[src/rtl/issp_map.svh]
// Functional notes
// - Clock idles high; device launches on falling edges, samples on rising edges.
// - Most significant output bit appears when chip select falls, before any clock edge.
// - Each later output bit shifts out after a falling clock edge.
// - Output released to high impedance while chip select is high.
// - A frame is exactly 16 clocks, 16 bits each way, full duplex.
// - Write frame: 1, 0, six-bit address, eight data bits.
// - Read frame: 0, 0, six-bit address, eight ignored bits; data returned next frame.
// - With chip select high, clock and data input are ignored.
`ifndef ISSP_MAP_SVH
`define ISSP_MAP_SVH

`define ISSP_CLK_NS          50
`define ISSP_FAST_MAX        8'h09
`define ISSP_FRAME_BITS      5'h10
`define ISSP_LAST_BIT        5'h0F
`define ISSP_CNT_SAT         12'hFFF
`define ISSP_PERIOD_FAST_US  40
`define ISSP_PERIOD_NORM_US  160
`define ISSP_STALL_FAST_US   9
`define ISSP_STALL_NORM_US   75
`define ISSP_US2CYC(u)       (((u) * 1000 + `ISSP_CLK_NS - 1) / `ISSP_CLK_NS)
`define ISSP_PERIOD_FAST_CYC 12'(`ISSP_US2CYC(`ISSP_PERIOD_FAST_US))
`define ISSP_PERIOD_NORM_CYC 12'(`ISSP_US2CYC(`ISSP_PERIOD_NORM_US))
`define ISSP_STALL_FAST_CYC  12'(`ISSP_US2CYC(`ISSP_STALL_FAST_US))
`define ISSP_STALL_NORM_CYC  12'(`ISSP_US2CYC(`ISSP_STALL_NORM_US))
`define ISSP_CMD_WRITE       2'h2
`define ISSP_CMD_READ        2'h0

`endif

[src/rtl/issp_pkg.sv]
package issp_pkg;

   typedef enum logic [1:0] {
      ISSP_IDLE  = 2'b01,
      ISSP_SHIFT = 2'b10
   } issp_state_t;

   typedef struct packed {
      logic        cs_s1;
      logic        cs_s2;
      logic        cs_s3;
      logic        sclk_s1;
      logic        sclk_s2;
      logic        sclk_s3;
      logic        din_s1;
      logic        din_s2;
      issp_state_t state;
      logic [4:0]  bitcnt;
      logic [15:0] rx;
      logic [15:0] tx;
      logic [15:0] txnext;
      logic        dout;
      logic        oe;
      logic        wr_stb;
      logic [5:0]  wr_addr;
      logic [7:0]  wr_data;
      logic        rd_req;
      logic [5:0]  rd_addr;
      logic        rd_pend;
      logic        fast;
      logic        seen;
      logic [11:0] since_start;
      logic [11:0] since_rise;
      logic        rate_err;
      logic        stall_err;
   } issp_regs_t;

endpackage

[src/rtl/issp_spi_slave.sv]
`timescale 1ns/1ps
`default_nettype none
`include "issp_map.svh"

module issp_spi_slave (
   input  wire logic        clk_in,
   input  wire logic        srst_in,
   input  wire logic [7:0]  sample_period_setting_in,
   input  wire logic        cs_n_in,
   input  wire logic        sclk_in,
   input  wire logic        din_in,
   input  wire logic [15:0] rd_data_in,
   output logic             dout_out,
   output logic             dout_oe_out,
   output logic             wr_stb_out,
   output logic [5:0]       wr_addr_out,
   output logic [7:0]       wr_data_out,
   output logic             rd_req_out,
   output logic [5:0]       rd_addr_out,
   output logic             fast_mode_out,
   output logic             rate_err_out,
   output logic             stall_err_out
);

   // ==========================================================
   // state
   // ==========================================================
   localparam issp_pkg::issp_regs_t RST = '{
      cs_s1: 1'b1, cs_s2: 1'b1, cs_s3: 1'b1,
      sclk_s1: 1'b1, sclk_s2: 1'b1, sclk_s3: 1'b1,
      state: issp_pkg::ISSP_IDLE,
      since_start: `ISSP_CNT_SAT, since_rise: `ISSP_CNT_SAT,
      default: '0
   };

   issp_pkg::issp_regs_t s_q;
   issp_pkg::issp_regs_t s_d;

   logic        cs_fall;
   logic        cs_rise;
   logic        sclk_fall;
   logic        sclk_rise;
   logic        dec;
   logic [15:0] word;
   logic [11:0] period_lim;
   logic [11:0] stall_lim;

   // edges taken from second and third stages only
   assign cs_fall   = s_q.cs_s3 & ~s_q.cs_s2;
   assign cs_rise   = ~s_q.cs_s3 & s_q.cs_s2;
   assign sclk_fall = s_q.sclk_s3 & ~s_q.sclk_s2;
   assign sclk_rise = ~s_q.sclk_s3 & s_q.sclk_s2;
   assign word      = {s_q.rx[14:0], s_q.din_s2};
   // decode only where the shift branch runs, so strobes and checks agree
   assign dec       = (s_q.state == issp_pkg::ISSP_SHIFT) && !cs_rise && sclk_rise
                      && (s_q.bitcnt == `ISSP_LAST_BIT);
   assign period_lim = s_q.fast ? `ISSP_PERIOD_FAST_CYC : `ISSP_PERIOD_NORM_CYC;
   assign stall_lim  = s_q.fast ? `ISSP_STALL_FAST_CYC : `ISSP_STALL_NORM_CYC;

   // ==========================================================
   // next state
   // ==========================================================
   always_comb begin
      s_d           = s_q;
      s_d.cs_s1     = cs_n_in;
      s_d.cs_s2     = s_q.cs_s1;
      s_d.cs_s3     = s_q.cs_s2;
      s_d.sclk_s1   = sclk_in;
      s_d.sclk_s2   = s_q.sclk_s1;
      s_d.sclk_s3   = s_q.sclk_s2;
      s_d.din_s1    = din_in;
      s_d.din_s2    = s_q.din_s1;
      s_d.fast      = (sample_period_setting_in <= `ISSP_FAST_MAX);
      s_d.wr_stb    = 1'b0;
      s_d.rd_req    = 1'b0;
      s_d.rd_pend   = s_q.rd_req;
      s_d.rate_err  = 1'b0;
      s_d.stall_err = 1'b0;
      if (s_q.since_start != `ISSP_CNT_SAT) begin
         s_d.since_start = s_q.since_start + 12'h001;
      end
      if (s_q.since_rise != `ISSP_CNT_SAT) begin
         s_d.since_rise = s_q.since_rise + 12'h001;
      end
      if (s_q.rd_pend) begin
         s_d.txnext = rd_data_in;
      end
      unique case (s_q.state)
         issp_pkg::ISSP_IDLE: begin
            // clock and data input have no effect here
            s_d.oe = 1'b0;
            if (cs_fall) begin
               s_d.state       = issp_pkg::ISSP_SHIFT;
               s_d.bitcnt      = 5'h00;
               s_d.tx          = s_q.txnext;
               s_d.txnext      = 16'h0000;
               s_d.dout        = s_q.txnext[15];
               s_d.oe          = 1'b1;
               s_d.since_start = 12'h000;
               s_d.rate_err    = s_q.seen && (s_q.since_start < period_lim);
               s_d.stall_err   = s_q.seen && (s_q.since_rise < stall_lim);
            end
         end
         issp_pkg::ISSP_SHIFT: begin
            if (cs_rise) begin
               s_d.state      = issp_pkg::ISSP_IDLE;
               s_d.oe         = 1'b0;
               s_d.since_rise = 12'h000;
               s_d.seen       = 1'b1;
            end else begin
               // first falling edge keeps the msb; later ones advance
               if (sclk_fall && (s_q.bitcnt != 5'h00) && (s_q.bitcnt != `ISSP_FRAME_BITS)) begin
                  s_d.tx   = {s_q.tx[14:0], 1'b0};
                  s_d.dout = s_q.tx[14];
               end
               if (sclk_rise && (s_q.bitcnt != `ISSP_FRAME_BITS)) begin
                  s_d.rx     = word;
                  s_d.bitcnt = s_q.bitcnt + 5'h01;
               end
               if (dec) begin
                  if (word[15:14] == `ISSP_CMD_WRITE) begin
                     s_d.wr_stb  = 1'b1;
                     s_d.wr_addr = word[13:8];
                     s_d.wr_data = word[7:0];
                  end else if (word[15:14] == `ISSP_CMD_READ) begin
                     s_d.rd_req  = 1'b1;
                     s_d.rd_addr = word[13:8];
                  end
               end
            end
         end
         default: begin
            s_d = RST;
         end
      endcase
   end

   always_ff @(posedge clk_in) begin
      if (srst_in) begin
         s_q <= RST;
      end else begin
         s_q <= s_d;
      end
   end

   // ==========================================================
   // outputs
   // ==========================================================
   assign dout_out      = s_q.dout;
   assign dout_oe_out   = s_q.oe;
   assign wr_stb_out    = s_q.wr_stb;
   assign wr_addr_out   = s_q.wr_addr;
   assign wr_data_out   = s_q.wr_data;
   assign rd_req_out    = s_q.rd_req;
   assign rd_addr_out   = s_q.rd_addr;
   assign fast_mode_out = s_q.fast;
   assign rate_err_out  = s_q.rate_err;
   assign stall_err_out = s_q.stall_err;
endmodule

`default_nettype wire

[config.mk]
export PLATFORM = sky130hd
export DESIGN_NAME = issp_spi_slave
export DESIGN_NICKNAME = d
export VERILOG_FILES = /design/src/rtl/issp_pkg.sv /design/src/rtl/issp_spi_slave.sv
export VERILOG_INCLUDE_DIRS = /design/src /design/src/rtl
export SDC_FILE = /design/constraint.sdc
export NUM_CORES = 1
export LEC_CHECK = 0
export BUFFER_PORTS_ARGS = -buffer_cell sky130_fd_sc_hd__buf_2
export CORE_UTILIZATION = 40
export CTS_BUF_LIST = sky130_fd_sc_hd__clkbuf_8
export CTS_CLUSTER_DIAMETER = 150
export CTS_CLUSTER_SIZE = 16
export DETAILED_ROUTE_END_ITERATION = 10
export MAX_ROUTING_LAYER = met4
export PLACE_DENSITY_LB_ADDON = 0.15
export RECOVER_POWER = 25
export SLEW_MARGIN = 30
export SYNTH_ARGS = -nofsm -noshare
export SYNTH_HDL_FRONTEND = slang
export SYNTH_SLANG_ARGS = --single-unit
[constraint.sdc]
create_clock -name clk_in -period 2 [get_ports clk_in]
set_input_delay 0.2 -clock clk_in [delete_from_list [all_inputs] [get_ports clk_in]]
set_output_delay 0.2 -clock clk_in [all_outputs]
set_load 0.1 [all_outputs]
==> impl_metrics.tcl, run 1 <==
set metrics [dict create \
    worst_r2r_endpoint "s_q[102]" \
    place_area_um2 5360 \
    clk_latency_ps 430 \
    hold_violations 0 \
    drt_iter0_drc 241 \
    cts_setup_buffers 0 \
    ys_types 55 \
    cts_tree "built" \
    synth_top_area_cell "dfxtp_1" \
    vias 4147 \
    synth_edf_count 0 \
    synth_compound_area_share_pct 16.0 \
    place.gp.congestion 0.800 \
    ys_seq_area_share_pct 45.6 \
    hold_end "s_q[58]" \
    clockBufferDepth 2 \
    worstPathArrival_ps 2190 \
    track_usage_pct 18.0 \
    yosys.area_share.simple_pct 20.4 \
    ios 56 \
    crit_family "compound AO/OA/AOI/OAI gates" \
    grt_pass1_vias 3945 \
    max_slew.worst_pin.slew_ps 548 \
    worstSetupPathType "register to register" \
    critPathBufInv 1 \
    syn_area_per_cell_um2 8.67 \
    grt_max_degree 30 \
    min_path_cells 3 \
    fp.dieW_um 114 \
    setup_violations 0 \
    core-area_um2 12100 \
    synth_flop_cell "dfxtp_1" \
    wire_per_inst_um 12.6 \
    synth-seq-cells 114 \
    dp_cells 772 \
    path_clk_slew_ps 70 \
    die_area_um2 13000 \
    cts_root_buffer "clkbuf_8" \
    grt_overflow 0 \
    first_pass_iters 4 \
    cts_htree_levels 4 \
    p_leak_nw 2.34 \
    netlist_top_cells_area "dfxtp_1, nor2_1, a21oi_1, ha_1, nand2_1" \
    r2r_cells 6 \
    synthCells 577 \
    start_util_pct 41.3 \
    period_share_pct 93.6 \
    antenna_cells 0 \
    syn_area_um2 5000 \
    finClkSkew_ps 7.49 \
    detail-route-antenna-nets 0 \
    rows 40 \
    worst_ir_drop_vdd_uv 797 \
    synth_top_cell_area_share_pct 45.6 \
    synth_top_family_by_area "simple AND/OR/NAND/NOR gates" \
    status "complete, no violations" \
    drive_gt1_share_pct 18.9 \
    fmax_mhz 534 \
    hold_class "input port to register" \
    antenna_found_initial 0 \
    port_buffers 54 \
    drc_errors 0 \
    synth_fp_nets 624 \
    finalWirelength_um 10300 \
    powerDensity_nw_per_um2 1590 \
    fin_crit_ps 1870 \
    cpMaxStageDelayCell "o41a_4" \
    synth_xor_area_share_pct 2.28 \
    drv_cap 0 \
    finalMaxSlewViolations 0 \
    final_cells 818 \
    grt_pass1_wl_um 18100 \
    synth_fa_ha_area_share_pct 4.50 \
    critPathCaptureType "register" \
    dieHeight_um 114 \
    max_slew_margin_pct 63.6 \
    area_growth_pct 18.2 \
    path_cells "inv_1 -> ha_1 -> and4bb_1 -> o41a_4 -> nand2b_1 -> a32o_1" \
    cts_buffers 17 \
    ys_warn_count 0 \
    routed_via_density 5.07 \
    cts.sinks 114 \
    critPathMaxStageDelay_ps 400 \
    startpoint_type "register" \
    fin_area_um2 5910 \
    required_ps 2320 \
    rr_startpoint "s_q[101]" \
    synth.area.mux_share_pct 4.03 \
    cp_max_fo 5 \
    regToRegSetupSlack_ps 130 \
    worstHoldStart "rd_data_in[5]" \
    place_hpwl_um 7000 \
    nets 686 \
    async_flop_share_pct 0 \
]
==> worst register-to-register path, delay by kind of cell, from the launching register on <==
kind            cells  cell delay, ps
compound gates      2             690
fa+ha+maj           1             200
buf+inv             1              40
flops               1             360
simple gates        2             470
==> area by class of cell <==
class,instances,area (µm²)
clock buffers,22,303
clock inverters,8,40.0
fillers,1196,6200
inverters,11,41.3
multi-input cells,399,2390
flip-flops and latches,114,2290
well taps,168,210
repair buffers,96,633
==> flip-flops by register name, summed over array words and instances (netlist names), 6 cells and up <==
name / flops
wr_data_out: 8
s_q: 87
wr_addr_out: 6
rd_addr_out: 6
==> power breakdown <==
group	internal, W	switching, W	total (W)	leakage [nW]
sequential	0.00282	0.000400	0.00322	0.934
combinational	0.00129	0.00304	0.00433	1.22
clock	0.000984	0.000866	0.00185	0.188
total	0.00510	0.00431	0.00940	2.34
==> logic make-up (layout without fill, tap and decap cells) <==
family,after synthesis,count (layout)
simple gates,219,219
flops,114,114
compound gates,129,129
buf+inv,64,137
mux,20,20
xor+xnor,13,13
fa+ha+maj,18,18
==> what timing repair did <==
item | in CTS | in global routing
endpoints found under the hold margin | 16 | 0
hold buffers | 16 | 0
resized for setup | 3 | 13
pin swaps | 0 | 3
endpoints found under the setup margin | 28 | 40
gates cloned | 0 | 0
==> synth_stat cells (2+ instances only) <==
cell type and number:
dfxtp_1 114, nor2_1 77, nand2_1 60, a21oi_1 47, nand3_1 29, o21ai_0 25
buf_4 21, mux2i_1 19, clkbuf_1 18, ha_1 18, a211oi_1 17, a22oi_1 16
inv_1 11, buf_2 9, xnor2_1 7, xor2_1 6, and2_1 5, nand4_1 5
nor3_1 5, nor4_1 5, o21ai_1 5, or3_1 5, nand2b_1 4, nor2b_1 4
o31ai_1 4, and3_1 3, buf_6 3, or2_2 3, a31oi_1 2, a41o_1 2
and4_1 2, o211ai_1 2, o22ai_1 2
==> cells in the final DEF, fill, tap and decap left out, types with 3 or more instances in the layout <==
cell type | Yosys | routed
buf_2 | 9 | 27
buf_6 | 3 | 3
nor4_1 | 5 | 4
or3_1 | 5 | 5
o21ai_0 | 25 | 25
nor2b_1 | 4 | 3
nand3_1 | 29 | 29
a211oi_1 | 17 | 17
and3_1 | 3 | 3
xnor2_1 | 7 | 7
nor2_1 | 77 | 77
buf_4 | 21 | 22
a22oi_1 | 16 | 16
nor3_1 | 5 | 5
nand2_1 | 60 | 60
nand2b_1 | 4 | 4
ha_1 | 18 | 17
o31ai_1 | 4 | 4
a21oi_2 | 0 | 3
xor2_1 | 6 | 6
and2_1 | 5 | 5
inv_1 | 11 | 15
dlygate4sd3_1 | 0 | 16
o21ai_1 | 5 | 5
nand4_1 | 5 | 5
clkbuf_2 | 1 | 27
mux2i_1 | 19 | 19
dfxtp_1 | 114 | 111
clkbuf_8 | 0 | 22
a21oi_1 | 47 | 44
==> how the worst max path moves through the flow <==
stage	startpoint	to	slack [ps]	depth (start not counted)
6_report	s_q[101]	s_q[102]	130	6
5_1_grt	s_q[101]	wr_data_out[0]	-8	8
4_1_cts	s_q[101]	s_q[99]	10	7
3_5_place_dp	s_q[101]	wr_data_out[0]	-30	8
3_3_place_gp	s_q[101]	s_q[85]	8	7
2_1_floorplan	s_q[101]	rd_addr_out[0]	30	9
==> routing by layer <==
metal  part of all wire, %  vias to the layer above  global-route usage [%]  wire length [µm]
met4                   1.8                        0                    7.53               191
met2                    47                       72                    28.2              4820
li1                      -                     2128                       -                 -
met3                   3.3                       18                    4.46               340
met5                     0                        -                       -                 0
met1                    48                     1929                    22.2              4990
==> per-stage QoR <==
stage               setup slack (ps)  power (W)  setup TNS [ps]  util (%)  hold WS (ps)
CTS                             11.4    0.00947               0      48.5          9.51
detailed placement             -29.6    0.00754            -284      44.3           388
global route                   -8.10     0.0101           -13.1      48.8          7.92
floorplan                       25.6    0.00693               0         -           299
global placement                8.43    0.00747               0      44.3           388
finish                           128    0.00940               0      48.8          22.4
No activity file was read; power rests on OpenSTA's default activity.
==> run 2, diff against run 1 <==
--- a/config.mk
+++ b/config.mk
@@ -7,7 +7,9 @@
 export NUM_CORES = 1
 export LEC_CHECK = 0
 export BUFFER_PORTS_ARGS = -buffer_cell sky130_fd_sc_hd__buf_2
-export CORE_UTILIZATION = 40
+export CELL_PAD_IN_SITES_DETAIL_PLACEMENT = 2
+export CELL_PAD_IN_SITES_GLOBAL_PLACEMENT = 2
+export CORE_UTILIZATION = 33
 export CTS_BUF_LIST = sky130_fd_sc_hd__clkbuf_8
 export CTS_CLUSTER_DIAMETER = 150
 export CTS_CLUSTER_SIZE = 16
==> impl_metrics.tcl, run 2 (synthesized netlist as in run 1, its figures left out) <==
set metrics [dict create \
    status "complete, no violations" \
    cts_buffers 17 \
    required_ps 2370 \
    cts_root_buffer "clkbuf_8" \
    drv_cap 0 \
    largest_reg_flops 87 \
    crit_family "compound AO/OA/AOI/OAI gates" \
    setup_violations 0 \
    fmax_mhz 525 \
    cpMaxStageDelayCell "o41a_4" \
    path_clk_slew_ps 70 \
    drc_errors 0 \
    mostFrequentLayoutCells "dfxtp_1, nor2_1, nand2_1" \
    dieHeight_um 125 \
    startpoint_type "register" \
    rows 44 \
    antenna_found_initial 0 \
    wire_per_inst_um 16.4 \
    critPathMaxStageDelay_ps 400 \
    fp.dieW_um 125 \
    largest-register "s_q" \
    finClkSkew_ps 8.26 \
    place.gp.congestion 0.749 \
    first_pass_iters 6 \
    grt_max_degree 23 \
    start_util_pct 34.1 \
    detail-route-antenna-nets 0 \
    critPathCaptureType "register" \
    final_cells 847 \
    grt_pass1_vias 4803 \
    final_common_cell "dfxtp_1" \
    critPathBufInv 2 \
    routed_via_density 5.16 \
    worstSetupPathType "register to register" \
    ios 56 \
    cts.sinks 114 \
    grt_overflow 0 \
    drt_iter0_drc 205 \
    cts_htree_levels 4 \
    powerDensity_nw_per_um2 1620 \
    hold_violations 0 \
    port_buffers 54 \
    period_share_pct 95.2 \
    cp_max_fo 7 \
    path_cells "inv_1 -> ha_1 -> and4bb_1 -> o41a_4 -> nor2_4 -> buf_4 -> nand3_1 -> a21oi_1" \
    dp_cells 793 \
    die_area_um2 15600 \
    nets 698 \
    area_growth_pct 21.0 \
    finalMaxSlewViolations 0 \
    hold_class "input port to register" \
    finalWirelength_um 13900 \
    vias 4368 \
    timing.hold.ws_ps 33.0 \
    clockBufferDepth 2 \
    place_hpwl_um 9470 \
    antenna_cells 0 \
    worst_ir_drop_vdd_uv 710 \
    grt_pass1_wl_um 23800 \
    max_slew.worst_pin.slew_ps 548 \
    clk_latency_ps 450 \
    fin_crit_ps 1900 \
    p_leak_nw 2.39 \
    worstPathArrival_ps 2270 \
    max_slew_margin_pct 63.6 \
    core-area_um2 14600 \
    track_usage_pct 19.7 \
    drive_gt1_share_pct 21.0 \
    cts_tree "built" \
]
## run 2: changes by cell type in the layout (fill, tap and decap cells not counted), sizes merged
| cell | before | now |
|---|---|---|
| buf | 52 | 64 |
| clkbuf | 50 | 45 |
| clkinv | 2 | 7 |
| inv | 15 | 12 |
| dlygate4sd3 | 16 | 18 |
| clkinvlp | 2 | 3 |
| or2 | 4 | 5 |
## run 2: cell type report
| type | count | area (µm²) |
|---|---|---|
| clock buffer | 20 | 275 |
| tap | 184 | 230 |
| clock inverter | 11 | 65.1 |
| multi-input combinational | 400 | 2430 |
| fill | 1626 | 8590 |
| timing repair buffer | 107 | 721 |
| inverter | 11 | 41.3 |
| sequential | 114 | 2290 |
## run 2: per-stage QoR
step / TNS (ps) / power, W / setup slack [ps] / area, µm² / util [%]
floorplan: 0 / 0.00693 / 25.6 / 5000 / -
global placement: 0 / 0.00760 / 18.7 / 5420 / 37.0
detailed placement: -1420 / 0.00782 / -83.4 / 5420 / 37.0
CTS: 0 / 0.00991 / 9.17 / 6000 / 41.0
global route: -25.1 / 0.0105 / -12.4 / 6050 / 41.3
finish: 0 / 0.00979 / 96.2 / 6050 / 41.3
## run 2: where the power goes
group | internal, W | switching (W) | leakage [nW] | total [W]
clock network | 0.000927 | 0.000952 | 0.177 | 0.00188
registers | 0.00282 | 0.000433 | 0.934 | 0.00326
logic | 0.00140 | 0.00326 | 1.28 | 0.00465
## run 2: tightest hold or removal path, cell delays in order
cell and delay [ps]:
buf_2 80, mux2i_1 70, nor2_1 90
## run 2: path summary, 6_finish.rpt
kind                            cells after the start      startpoint  slack [ps]  endpoint
worst max-delay path                                8        s_q[101]         100   s_q[90]
worst min-delay path                                3  rd_data_in[12]          30   s_q[65]
worst max register to register                      8        s_q[101]         100   s_q[90]
worst min register to register                      1        s_q[115]         410  s_q[114]
## run 2: repair_timing
item	CTS	global route
hold endpoints to repair	18	0
hold buffers	18	0
gates cloned	2	0
gates resized for setup	11	14
pin swaps	3	2
setup buffers	1	2
setup endpoints to repair	28	21
## run 2: metal layers
metal / share of wire (%) / global-route usage, % / vias up
met5: 0 / - / -
met4: 1.5 / 7.46 / 0
met3: 2.7 / 4.62 / 18
met1: 45 / 22.1 / 2144
li1: - / - / 2138
met2: 50 / 33.8 / 68
